<file path="src/verilog/brew_panel_map.svh">
/*
 Offsets, reset values and timing counts of the panel controller.
 Assumes a 20 MHz clock and a 32-bit classic Wishbone register bus.
*/
`ifndef BREW_PANEL_MAP_SVH
`define BREW_PANEL_MAP_SVH
// ----------------------------------------
// Clock and times
// ----------------------------------------
`define CLK_HZ 20000000
`define HOLD_S 5
`define HOLD_CYC (`HOLD_S * `CLK_HZ)
`define REVERT_S 2
`define REVERT_CYC (`REVERT_S * `CLK_HZ)
`define ALT_S 1
`define ALT_CYC (`ALT_S * `CLK_HZ)
// ----------------------------------------
// Register offsets
// ----------------------------------------
`define REG_SETPOINT 4'h0
`define REG_MANPOW 4'h4
`define REG_STATUS 4'h8
// ----------------------------------------
// Values
// ----------------------------------------
`define SETPOINT_RST 16'h0098
`define POWER_FULL 7'h64
`define PWM_LAST 7'h63
`endif

</file>
<file path="src/verilog/brew_panel_pkg.sv">
/*
 Types of the panel controller: menu states and display words.
 Assumes the map header for all numbers.
*/
package brew_panel_pkg;
    typedef enum logic [2:0] {
        NORMAL, M_LEAVE, M_RESET, M_HOLDMODE, M_MANUAL, PARAM
    } menu_t;
    typedef enum logic [3:0] {
        G_TEMP, G_TIMER, G_PROBE_MISSING, G_RESET_TITLE, G_NO, G_YES,
        G_MODE_TITLE, G_INFUSE, G_BOIL, G_SETPOINT, G_POWER, G_PARAM
    } glyph_t;
    typedef struct packed {
        glyph_t g;
        logic [15:0] v;
    } disp_t;
endpackage : brew_panel_pkg

</file>
<file path="src/verilog/brew_panel_menu_controller.sv">
/*
 Front-panel logic of a heater power regulator: knob decode, menu,
 displays, lamps and the relay drive.
 Assumes temperature, timer and regulated power come from same-clock
 logic; knob and sensor-present arrive as raw pins.
*/
// The address map and the Wishbone slave port are this design's own decisions.
`include "brew_panel_map.svh"
module brew_panel_menu_controller import brew_panel_pkg::*; #(
    parameter int HOLD_CYC = `HOLD_CYC,
    parameter int REVERT_CYC = `REVERT_CYC,
    parameter int ALT_CYC = `ALT_CYC,
    parameter int ACC_W = 28
) (
    input wire logic clk_i,
    input wire logic rst_i,
    input wire logic knob_a_i,
    input wire logic knob_b_i,
    input wire logic knob_press_i,
    input wire logic sensor_ok_i,
    input wire logic [15:0] temp_i,
    input wire logic timer_active_i,
    input wire logic [15:0] timer_val_i,
    input wire logic [6:0] auto_power_i,
    input wire logic nv_mode_i,
    input wire logic wb_cyc_i,
    input wire logic wb_stb_i,
    input wire logic wb_we_i,
    input wire logic [3:0] wb_adr_i,
    input wire logic [3:0] wb_sel_i,
    input wire logic [31:0] wb_dat_i,
    output logic [31:0] wb_dat_o,
    output logic wb_ack_o,
    output disp_t top_o,
    output disp_t bottom_o,
    output logic mode_lamp_o,
    output logic drive_lamp_o,
    output logic adj_dot_o,
    output logic ssr_o,
    output logic timer_reset_o,
    output logic param_mode_o,
    output logic mode_save_o
);
    // ----------------------------------------
    // State
    // ----------------------------------------
    typedef struct packed {
        logic a1, a2, b1, b2, p1, p2, k1, k2;
        logic a_old, p_old, held, boot;
        menu_t menu;
        logic mode;
        logic [15:0] setpoint, pend;
        logic editing;
        logic [31:0] idle, hold, alt;
        logic [6:0] man_pow, power, pwm;
        logic [ACC_W-1:0] acc;
        disp_t top, bottom;
        logic mode_lamp, drive_lamp, adj_dot, ssr, treset, param;
        logic [31:0] dat;
        logic ack;
    } st_t;

    st_t s, n;

    function automatic logic [15:0] wr16(input logic [15:0] old, input logic [31:0] d,
                                         input logic [3:0] sel);
        wr16 = old;
        if (sel[0]) wr16[7:0] = d[7:0];
        if (sel[1]) wr16[15:8] = d[15:8];
    endfunction : wr16

    function automatic logic [6:0] step7(input logic [6:0] v, input logic up,
                                         input logic [6:0] top);
        if (up) step7 = (v < top) ? v + 7'h01 : v;
        else step7 = (v != 7'h00) ? v - 7'h01 : v;
    endfunction : step7

    logic click, cw, ccw, short_press, wb_req;
    assign click = s.a2 && !s.a_old;
    assign cw = click && !s.b2;
    assign ccw = click && s.b2;
    assign short_press = !s.p2 && s.p_old && !s.held;
    assign wb_req = wb_cyc_i && wb_stb_i && !s.ack;

    always_comb begin
        n = s;
        // Two flops on each knob pin and on the sensor pin before use
        n.a1 = knob_a_i;
        n.a2 = s.a1;
        n.b1 = knob_b_i;
        n.b2 = s.b1;
        n.p1 = knob_press_i;
        n.p2 = s.p1;
        n.k1 = sensor_ok_i;
        n.k2 = s.k1;
        n.a_old = s.a2;
        n.p_old = s.p2;
        n.treset = 1'b0;
        if (!s.boot) begin
            n.boot = 1'b1;
            n.mode = nv_mode_i;
            n.setpoint = `SETPOINT_RST;
            n.pend = `SETPOINT_RST;
        end
        // ----------------------------------------
        // Press timing
        // ----------------------------------------
        if (s.p2 && !s.p_old) begin
            n.held = 1'b0;
            n.hold = 32'h0;
        end else if (s.p2 && !s.held) begin
            n.hold = s.hold + 32'h1;
        end
        if (s.p2 && !s.held && s.hold == 32'(HOLD_CYC - 1) && s.menu == NORMAL) begin
            n.held = 1'b1;
            n.menu = PARAM;
            n.editing = 1'b0;
            n.pend = s.setpoint;
        end
        // ----------------------------------------
        // Menu
        // ----------------------------------------
        unique case (s.menu)
            NORMAL: begin
                if (short_press && s.editing) begin
                    n.setpoint = s.pend;
                    n.editing = 1'b0;
                end else if (short_press) begin
                    n.menu = M_LEAVE;
                end else if (click && s.mode) begin
                    n.pend = cw ? s.pend + 16'h1 : s.pend - 16'h1;
                    n.editing = 1'b1;
                    n.idle = 32'h0;
                end else if (click) begin
                    n.man_pow = step7(s.man_pow, cw, `POWER_FULL);
                end
            end
            M_LEAVE: begin
                if (short_press) n.menu = NORMAL;
                else if (cw) n.menu = M_RESET;
            end
            M_RESET: begin
                if (short_press) begin
                    n.treset = 1'b1;
                    n.menu = NORMAL;
                end else if (cw) n.menu = M_HOLDMODE;
                else if (ccw) n.menu = M_LEAVE;
            end
            M_HOLDMODE: begin
                if (short_press) begin
                    n.mode = 1'b1;
                    n.menu = NORMAL;
                end else if (cw) n.menu = M_MANUAL;
                else if (ccw) n.menu = M_RESET;
            end
            M_MANUAL: begin
                if (short_press) begin
                    n.mode = 1'b0;
                    n.menu = NORMAL;
                end else if (ccw) n.menu = M_HOLDMODE;
            end
            PARAM: begin
                if (short_press) n.menu = NORMAL;
            end
        endcase
        if (s.editing && n.editing && !click) begin
            n.idle = s.idle + 32'h1;
            if (s.idle == 32'(REVERT_CYC - 1)) begin
                n.editing = 1'b0;
                n.pend = s.setpoint;
            end
        end
        // Software writes override the knob in the same cycle
        n.ack = wb_req;
        n.dat = 32'h0;
        if (wb_req) begin
            unique case (wb_adr_i)
                `REG_SETPOINT: begin
                    n.dat = {16'h0, s.setpoint};
                    if (wb_we_i) begin
                        n.setpoint = wr16(s.setpoint, wb_dat_i, wb_sel_i);
                        n.pend = n.setpoint;
                        n.editing = 1'b0;
                    end
                end
                `REG_MANPOW: begin
                    n.dat = {25'h0, s.man_pow};
                    if (wb_we_i && wb_sel_i[0] && wb_dat_i[6:0] <= `POWER_FULL) n.man_pow = wb_dat_i[6:0];
                end
                `REG_STATUS: n.dat = {16'h0, 1'b0, s.menu, s.mode, s.editing, s.k2, 2'b0, s.power};
                default: n.dat = 32'h0;
            endcase
        end
        // ----------------------------------------
        // Power and relay
        // ----------------------------------------
        // automatic or chosen power
        n.power = s.mode ? auto_power_i : s.man_pow;
        if (!s.k2) n.power = 7'h0;
        n.pwm = (s.pwm == `PWM_LAST) ? 7'h0 : s.pwm + 7'h1;
        n.ssr = s.k2 && (s.pwm < s.power);
        n.acc = s.acc + ACC_W'(s.power);
        if (s.power >= `POWER_FULL) n.drive_lamp = 1'b1;
        else if (s.power == 7'h0) n.drive_lamp = 1'b0;
        else n.drive_lamp = s.acc[ACC_W-1];
        // ----------------------------------------
        // Lamps and displays
        // ----------------------------------------
        n.alt = (s.alt == 32'(ALT_CYC - 1)) ? 32'h0 : s.alt + 32'h1;
        n.mode_lamp = n.mode;
        n.param = n.menu == PARAM;
        n.adj_dot = n.editing && s.alt < 32'(ALT_CYC / 2);
        if (!s.k2) n.top = '{G_PROBE_MISSING, 16'h0};
        else if (timer_active_i && s.alt >= 32'(ALT_CYC / 2)) n.top = '{G_TIMER, timer_val_i};
        else n.top = '{G_TEMP, temp_i};
        n.bottom = s.mode ? '{G_SETPOINT, n.pend} : '{G_POWER, {9'h0, n.man_pow}};
        unique case (n.menu)
            NORMAL: ;
            M_LEAVE: begin
                n.top = '{G_RESET_TITLE, 16'h0};
                n.bottom = '{G_NO, 16'h0};
            end
            M_RESET: begin
                n.top = '{G_RESET_TITLE, 16'h0};
                n.bottom = '{G_YES, 16'h0};
            end
            M_HOLDMODE: begin
                n.top = '{G_MODE_TITLE, 16'h0};
                n.bottom = '{G_INFUSE, 16'h0};
            end
            M_MANUAL: begin
                n.top = '{G_MODE_TITLE, 16'h0};
                n.bottom = '{G_BOIL, 16'h0};
            end
            PARAM: begin
                n.top = '{G_PARAM, 16'h0};
                n.bottom = '{G_PARAM, 16'h0};
            end
        endcase
    end

    always_ff @(posedge clk_i) begin
        if (rst_i) s <= '0;
        else s <= n;
    end

    assign wb_dat_o = s.dat;
    assign wb_ack_o = s.ack;
    assign top_o = s.top;
    assign bottom_o = s.bottom;
    assign mode_lamp_o = s.mode_lamp;
    assign drive_lamp_o = s.drive_lamp;
    assign adj_dot_o = s.adj_dot;
    assign ssr_o = s.ssr;
    assign timer_reset_o = s.treset;
    assign param_mode_o = s.param;
    assign mode_save_o = s.mode;
endmodule : brew_panel_menu_controller

</file>
<file path="config.mk">
export PLATFORM = sky130hd
export DESIGN_NAME = brew_panel_menu_controller
export DESIGN_NICKNAME = d
export VERILOG_FILES = /design/src/verilog/brew_panel_pkg.sv /design/src/verilog/brew_panel_menu_controller.sv
export VERILOG_INCLUDE_DIRS = /design/src /design/src/verilog
export SDC_FILE = /design/constraint.sdc
export NUM_CORES = 1
export LEC_CHECK = 0
export ABC_AREA = 1
export BUFFER_PORTS_ARGS = -buffer_cell sky130_fd_sc_hd__buf_2
export CAP_MARGIN = 15
export CELL_PAD_IN_SITES_DETAIL_PLACEMENT = 1
export CELL_PAD_IN_SITES_GLOBAL_PLACEMENT = 1
export CORE_MARGIN = 2
export CORE_UTILIZATION = 38
export CTS_CLUSTER_DIAMETER = 60
export DETAILED_ROUTE_END_ITERATION = 8
export HOLD_SLACK_MARGIN = 0.05
export PLACE_DENSITY_LB_ADDON = 0.1
export SETUP_SLACK_MARGIN = 0.2
export SLEW_MARGIN = 20
export SYNTH_ARGS = -nofsm -noshare
export SYNTH_HDL_FRONTEND = slang
export SYNTH_SLANG_ARGS = --single-unit
</file>
<file path="constraint.sdc">
create_clock -name clk_i -period 2.5 [get_ports clk_i]
set_clock_uncertainty 0.05 [all_clocks]
set_input_delay 0.5 -clock clk_i [delete_from_list [all_inputs] [get_ports clk_i]]
set_output_delay 0.5 -clock clk_i [all_outputs]
set_load 0.01 [all_outputs]
</file>
==> reports/metrics.cfg, run 1 <==
[setup_path]
start_kind=flop
cp.required_ns=2.86
r2r_start=s[161]$_SDFFE_PP0P_
cp.arrival_ns=2.77
crit_fanout=8
startpoint=s[161]$_SDFFE_PP0P_
crit_type=reg2reg
critPathCaptureType=flop

[timing]
hold_violations=0
period_needed_ns=2.41
worst_slew_pin_slew_ns=0.657
holdWs_ns=0.149
final_max_slew_viol_count=0
rsz0062_at_grt=yes
fin_crit_sh=0.963
max_freq_mhz=415
slew_headroom=0.562
finalSetupViolations=0

[global_route]
grt_overflow_total=0
antenna_found_initial=0
gr-usage-all-layers=0.238
grt_pass1_wl_um=74700
grt_max_degree=50
grt_pass1_vias=14400

[clocking]
hold_buffers=0
clkLatencyLatePin_ns=0.54
cts_buffers=35
cts-root-buf=clkbuf_16
clk_path_buf_depth=3
cts_tree=built
clkTransAtPathRegs_ns=0.06
h-tree-depth=2
cts_num_sinks=256

[floorplan]
core_um2=37700
num_io_pins=170
die_h_um=199
die_w_um=199
num_rows=71
start_util=0.385
die_area_um2=39800

[yosys]
yosys-top-cells-area=dfxtp_1, nand2_1, inv_1, nor2_1, a21oi_1
syn_area_um2=14500
synth.distinct_cells=57
yosysTopAreaCellShare=0.353
syn_avg_cell_area_um2=6.74
yosys_warnings=0
yosysSeqAreaShare=0.353
synth_seq_cells=256
synthCells=2155
async_flop_share=0
synthFlopType=dfxtp_1
yosysTopAreaCell=dfxtp_1
synth_edf_count=0

[run_status]
status=finished, final reports clean

[hold_path]
hp-class=in2reg
holdCritStartpoint=knob_a_i

[run]
maxCapViolCount=0

[power_and_ir_drop]
power_density_nw_per_um2=644
p_leak_nw=7.57
ir_drop_v=0.000532

[place]
place_hpwl_um=34600
place_area_um2=15700
numPortBuffers=135
gp_congestion=0.870

[drt]
ant_nets=0
drt_pass1_iterations=5
drc=0
viasPerCell=5.11
wirelength_um=48800
drtIter0Drc=591
num_vias=14600
avgRoutedWirePerCell_um=17.1

[final_layout]
layout_commonest_cell=nand2_1
nets=2444
drive_gt1_frac=0.212
postLayoutCoreUtil=0.480
areaGrowthSynthToFinish_pct=24.6
layout_common_cells=nand2_1, inv_1, dfxtp_1
diodes=0
final_cell_area_um2=18100

-- stage by stage --
stage                     setup TNS (ns)  power (W)  setup slack, ns  instances
after floorplan                        0    0.00540            0.226       2170
after global placement                 0    0.00584            0.105       2749
after detailed placement               0    0.00587           0.0269       2749
after CTS                              0     0.0114            0.131       2827
after global routing              -0.464     0.0121          -0.0889       2848
final                                  0     0.0116           0.0925       2848
-- repair_timing --
| item | 4_1_cts | 5_1_grt |
|---|---|---|
| endpoints found under the setup margin | 81 | 100 |
| resized for setup | 61 | 142 |
| cloned | 3 | 4 |
| pin swaps | 26 | 33 |
| buffers inserted | 14 | 17 |
| endpoints found under the hold margin | 0 | 0 |
-- critical path, stage by stage, from the launching register on --
cell	delay [ns]
dfxtp_2	0.36
ha_4	0.15
nand2_2	0.05
nor2_1	0.11
nand2_1	0.11
nor2_4	0.19
buf_6	0.12
nand3_4	0.12
nand2_4	0.12
a21oi_4	0.07
buf_6	0.14
nor2_4	0.18
nor2_8	0.05
buf_12	0.15
buf_12	0.13
nand2_8	0.12
nor2_4	0.04
-- area by class of cell --
cell class / count / area (um2)
Clock inverter: 14 / 168
Tap cell: 511 / 639
Fill cell: 4860 / 19600
Timing Repair Buffer: 234 / 1670
Sequential cell: 256 / 5130
Clock buffer: 47 / 1020
Multi-Input combinational cell: 1507 / 8400
Inverter: 279 / 1060
-- final timing paths --
check | cells after the start | slack (ns) | to
worst min-delay path | 3 | 0.15 | n[271]$_SDFF_PP0_
worst min register to register | 2 | 0.35 | n[263]$_SDFF_PP0_
worst max register to register | 16 | 0.09 | top_o[4]$_SDFF_PP0_
worst max-delay path | 16 | 0.09 | top_o[4]$_SDFF_PP0_
-- flip-flops by register name, summed over array words and instances, names as in the netlist --
signal	count
top_o	20
param_mode_o	1
n	6
ssr_o	1
wb_ack_o	1
adj_dot_o	1
wb_dat_o	16
mode_lamp_o	1
drive_lamp_o	1
bottom_o	20
s	187
timer_reset_o	1
-- kinds of logic (layout without fill, tap and decap cells) --
kind of cell / Yosys count / after routing / synth area share
AOI/OAI and AO/OA: 363 / 363 / 0.137
adders and majority gates: 41 / 41 / 0.0364
DFF: 256 / 256 / 0.353
xor gates and xnor gates: 47 / 47 / 0.0284
buffers and inverters: 409 / 574 / 0.127
and+or+nand+nor: 1038 / 1040 / 0.318
other: 1 / 16 / 0.000258
-- routing by layer --
metal  GRT usage  routed length [um]
met5           0                   0
met3      0.0363                2050
met1       0.304               22100
met4      0.0765                1150
met2       0.410               23500
-- power breakdown --
| group | total, W | switching, W | internal, W | leakage (nW) |
|---|---|---|---|---|
| Clock | 0.00513 | 0.00194 | 0.00319 | 0.568 |
| Sequential | 0.00428 | 0.0000727 | 0.00421 | 2.07 |
| Combinational | 0.00223 | 0.00131 | 0.000913 | 4.93 |
-- cell usage after synthesis, types with 11 or more instances --
| library cell | n |
|---|---|
| clkbuf_1 | 38 |
| nand4_1 | 49 |
| nor2_1 | 227 |
| buf_4 | 77 |
| o211ai_1 | 24 |
| inv_2 | 11 |
| a21oi_1 | 153 |
| xnor2_1 | 14 |
| nor2_2 | 14 |
| xor2_1 | 33 |
| inv_1 | 265 |
| or2_2 | 13 |
| nor4_1 | 15 |
| buf_2 | 11 |
| o21ai_0 | 138 |
| nor3_1 | 57 |
| nor3b_1 | 16 |
| nand2_1 | 483 |
| dfxtp_1 | 256 |
| ha_1 | 39 |
| nand3_1 | 130 |
Note: power is estimated with default switching activity, not from simulation.
==> inputs of run 2 (changes only) <==
--- a/config.mk
+++ b/config.mk
@@ -12,7 +12,7 @@
 export CELL_PAD_IN_SITES_DETAIL_PLACEMENT = 1
 export CELL_PAD_IN_SITES_GLOBAL_PLACEMENT = 1
 export CORE_MARGIN = 2
-export CORE_UTILIZATION = 38
+export CORE_UTILIZATION = 40
 export CTS_CLUSTER_DIAMETER = 60
 export DETAILED_ROUTE_END_ITERATION = 8
 export HOLD_SLACK_MARGIN = 0.05
==> constraint.sdc (replaced) <==
create_clock -name clk_i -period 3 [get_ports clk_i]
set_clock_uncertainty 0.05 [all_clocks]
set_input_delay 0.45 -clock clk_i [delete_from_list [all_inputs] [get_ports clk_i]]
set_output_delay 0.45 -clock clk_i [all_outputs]
set_load 0.01 [all_outputs]
==> reports/metrics.cfg, run 2 (synthesis results as in run 1) <==
[power_and_ir_drop]
combPwrFrac=0.134
p_leak_nw=7.07
power.share.switching=0.281
p_clk_frac=0.475
p_total_w=0.00916
ir_drop_v=0.000333
power_density_nw_per_um2=547
seqPwrFrac=0.391
internal_power_w=0.00658
netSwitchingPower_w=0.00257

[setup_path]
worstReg2RegEnd=bottom_o[5]$_SDFF_PP0_
crit_fanout=6
startpoint=s[264]$_SDFF_PP0_
start_kind=flop
crit_type=reg2reg
r2r_start=s[264]$_SDFF_PP0_
critPathCaptureType=flop
worst-r2r-setup-slack_ns=0.34
cp.required_ns=3.41
worstSetupEndpoint=bottom_o[5]$_SDFF_PP0_
reg2reg_depth=18
cp.arrival_ns=3.08

[timing]
slew_headroom=0.482
fin_crit_sh=0.888
worst_slew_pin_slew_ns=0.774
holdWs_ns=0.0974
final_max_slew_viol_count=0
fin_ws_ns=0.335
period_needed_ns=2.66
tns_ns=0
rsz0062_at_grt=yes
max_freq_mhz=375
hold_violations=0
finalSetupViolations=0

[place]
place_ws_ns=0.209
place_area_um2=15300
place_hpwl_um=33700
numPortBuffers=135
gp_congestion=0.893

[floorplan]
die_area_um2=37800
die_h_um=195
num_rows=69
start_util=0.407
core_um2=35700
num_io_pins=170
die_w_um=195

[clocking]
hold_buffers=0
cts_buffers=36
clkLatencyLatePin_ns=0.54
cts_num_sinks=256
clk_path_buf_depth=3
cts_tree=built
clkTransAtPathRegs_ns=0.06
cts-root-buf=clkbuf_16
h-tree-depth=2

[final_layout]
nets=2384
areaGrowthSynthToFinish_pct=15.2
diodes=0
top_register=s
drive_gt1_frac=0.151
final_cell_area_um2=16700
largest_register_ffs=187
layout_commonest_cell=nand2_1
layout_common_cells=nand2_1, inv_1, dfxtp_1

[drt]
drtIter0Drc=705
drt_pass1_iterations=6
wirelength_um=45300
avgRoutedWirePerCell_um=16.5
num_vias=14100
drc=0
ant_nets=0
viasPerCell=5.17

[hold_path]
holdCritStartpoint=sensor_ok_i
hp-class=in2reg

[run_status]
status=finished, final reports clean

[global_route]
grt_overflow_total=0
grt_pass1_vias=14300
gr-usage-all-layers=0.238
grt_max_degree=46
antenna_found_initial=0
grt_pass1_wl_um=73900

[run]
maxCapViolCount=0

## run 2: layout make-up
type	count	area, um2
fillers	4709	18900
multi-input cells	1505	7780
flip-flops and latches	256	5130
inverters	279	1050
clock buffers	44	982
repair buffers	174	975
well taps	461	577
clock inverters	19	225
repair inverters	1	7.51
## run 2: worst max-delay path, stage by stage (launching register included)
cell and delay (ns):
dfxtp_1 0.30, inv_1 0.08, nand2_4 0.08, nor2_4 0.20, clkinvlp_4 0.22, buf_4 0.19
ha_4 0.27, nand2_1 0.10, nor2_2 0.17, nand2_1 0.11, nand3b_1 0.10, nand3_1 0.09
o21ai_0 0.10, nand2_1 0.08, nand2_1 0.06, nand2_1 0.06, nand3_1 0.11, nand2_1 0.08
nor2_2 0.14
## run 2: what timing repair did
item	4_1_cts	5_1_grt
buffers inserted	0	9
gates resized for setup	0	50
endpoints found under the setup margin	0	32
## run 2: routing by layer
metal | vias to the layer above | GRT usage | routed length [um]
met3 | 65 | 0.0427 | 2070
li1 | 7131 | - | -
met1 | 6700 | 0.315 | 21400
met2 | 252 | 0.397 | 20700
met4 | 0 | 0.0707 | 1120
met5 | - | 0 | 0
## run 2: power groups by stage
| stage | sequential, W | combinational, W | clock, W |
|---|---|---|---|
| finish | 0.00358 | 0.00123 | 0.00435 |
| floorplan | 0.00362 | 0.000876 | 0 |
| global route | 0.00359 | 0.00138 | 0.00461 |
| detailed placement | 0.00365 | 0.00118 | 0 |
| global placement | 0.00365 | 0.00115 | 0 |
| CTS | 0.00358 | 0.00118 | 0.00446 |
## run 2: stage by stage
step	utilization	instances
floorplan	-	2170
global placement	0.428	2666
detailed placement	0.428	2666
CTS	0.462	2729
global route	0.469	2739
finish	0.469	2739
## run 2: how the worst min path moves through the flow
stage | cells past startpoint | end | slack, ns
6_report | 3 | n[265]$_SDFF_PP0_ | 0.1
5_1_grt | 3 | n[271]$_SDFF_PP0_ | 0.11
4_1_cts | 3 | n[267]$_SDFF_PP0_ | 0.07
3_5_place_dp | 2 | s[265]$_SDFF_PP0_ | 0.35
3_3_place_gp | 2 | n[263]$_SDFF_PP0_ | 0.34
2_1_floorplan | 2 | n[263]$_SDFF_PP0_ | 0.34
==> inputs of run 3 (changes only) <==
--- a/config.mk
+++ b/config.mk
@@ -16,7 +16,7 @@
 export CTS_CLUSTER_DIAMETER = 60
 export DETAILED_ROUTE_END_ITERATION = 8
 export HOLD_SLACK_MARGIN = 0.05
-export PLACE_DENSITY_LB_ADDON = 0.1
+export PLACE_DENSITY = 0.88
 export SETUP_SLACK_MARGIN = 0.2
 export SLEW_MARGIN = 20
 export SYNTH_ARGS = -nofsm -noshare
==> reports/metrics.cfg, run 3 (synthesis results as in run 1) <==
[global_route]
grt_overflow_total=0
gr-usage-all-layers=0.245
grt_pass1_wl_um=77000
antenna_found_initial=0
grt_max_degree=35
grt_pass1_vias=15100

[setup_path]
worstReg2RegEnd=bottom_o[15]$_SDFF_PP0_
slowest_delay_ns=0.35
start_kind=flop
crit_type=reg2reg
cp.arrival_ns=3.06
reg2reg_depth=19
crit_fanout=6
critPathCaptureType=flop
crit_chain=inv_2, nand2_4, nor2_4, clkinvlp_4, buf_12, ha_1, nand2_2, nand2_1, o21bai_2, nand2_1, nand2_1, nand2_1, nand2_1, nand2_1, nand3_1, nand2_1, nand2_1, a21boi_2, nor2_1
cp.required_ns=3.40
cp_slowest_cell=ha_1
worst_path_most_repeated_cell=nand2_1
r2r_start=s[264]$_SDFF_PP0_
worst-r2r-setup-slack_ns=0.35

[timing]
max_freq_mhz=377
period_needed_ns=2.65
final_max_slew_viol_count=0
rsz0062_at_grt=yes
finalSetupViolations=0
hold_violations=0
worst_slew_pin_slew_ns=0.926
slew_headroom=0.380
fin_crit_sh=0.885
tns_ns=0

[drt]
drc=0
viasPerCell=5.43
drt_pass1_iterations=5
wirelength_um=47600
avgRoutedWirePerCell_um=17.5
drtIter0Drc=921
num_vias=14800
ant_nets=0

[final_layout]
drive_gt1_frac=0.145
layout_common_cells=nand2_1, inv_1, dfxtp_1
largest_register_ffs=187
final_cells=2723
layout_commonest_cell=nand2_1
nets=2370
top_register=s
diodes=0
areaGrowthSynthToFinish_pct=13.5

[floorplan]
num_io_pins=170
core_um2=35700
die_w_um=195
die_h_um=195
start_util=0.407
die_area_um2=37800
num_rows=69

[clocking]
hold_buffers=0
clk_path_buf_depth=3
cts-root-buf=clkbuf_16
cts_tree=built
clkLatencyLatePin_ns=0.58
cts_buffers=30
clkTransAtPathRegs_ns=0.06
h-tree-depth=1
cts_num_sinks=256

[place]
numPortBuffers=135
place_hpwl_um=34800
gp_congestion=0.922
placed_cells=2662

[hold_path]
min_path_cells=3
hp-class=in2reg
worstHoldEndpoint=n[267]$_SDFF_PP0_
holdCritStartpoint=knob_press_i

[power_and_ir_drop]
p_leak_nw=6.96
p_total_w=0.00858
power_density_nw_per_um2=521
ir_drop_v=0.000393

[run_status]
status=finished, final reports clean

[run]
maxCapViolCount=0

-- run 3: area by class of cell --
class | instances | area (um2)
Fill cell | 4703 | 19200
Multi-Input combinational cell | 1505 | 7780
Sequential cell | 256 | 5130
Inverter | 279 | 1060
Timing Repair Buffer | 167 | 941
Clock buffer | 42 | 856
Tap cell | 461 | 577
Clock inverter | 13 | 141
-- run 3: metrics by stage --
step            util  area [um2]  hold WS (ns)  worst slack (ns)
4_1_cts        0.457       16300        0.0538             0.259
6_report       0.462       16500        0.0826             0.346
3_5_place_dp   0.427       15200         0.354             0.134
3_3_place_gp   0.427       15200         0.340             0.251
2_1_floorplan      -       14600         0.338             0.546
5_1_grt        0.462       16500        0.0808             0.164
-- run 3: how the worst max path moves through the flow --
stage                     cells after the start  slack, ns                 from                      end
after floorplan                              16       0.55    n[264]$_SDFF_PP0_   bottom_o[4]$_SDFF_PP0_
after global routing                         19       0.16    s[264]$_SDFF_PP0_  bottom_o[15]$_SDFF_PP0_
final                                        19       0.35    s[264]$_SDFF_PP0_  bottom_o[15]$_SDFF_PP0_
after detailed placement                     18       0.13    s[264]$_SDFF_PP0_  bottom_o[15]$_SDFF_PP0_
after CTS                                    10       0.26  s[262]$_SDFFE_PP0P_      s[217]$_SDFFE_PP0P_
after global placement                       18       0.25    s[264]$_SDFF_PP0_  bottom_o[15]$_SDFF_PP0_
-- run 3: power breakdown --
part           internal, W  total (W)  switching [W]
sequential         0.00350    0.00359      0.0000854
combinational     0.000389    0.00128       0.000887
clock              0.00217    0.00371        0.00155
total              0.00606    0.00858        0.00252
-- run 3: what timing repair did --
item	4_1_cts	5_1_grt
pin swaps	0	9
buffers inserted	3	3
setup endpoints to repair	16	61
resized for setup	2	50
-- run 3: worst max-delay path: cells and delay by family (launching register included) --
kind                     cells  cell delay, ns
AND/OR/NAND/NOR             13            1.11
buffers and inverters        3            0.34
flip-flops                   1            0.30
AO/OA/AOI/OAI                2            0.38
adder cells (fa/ha/maj)      1            0.35
-- run 3: routing by layer --
metal  share of wire  global-route usage
met1            0.44               0.318
met2            0.47               0.424
met3           0.055              0.0311
met4           0.034              0.0789
met5               0                   0
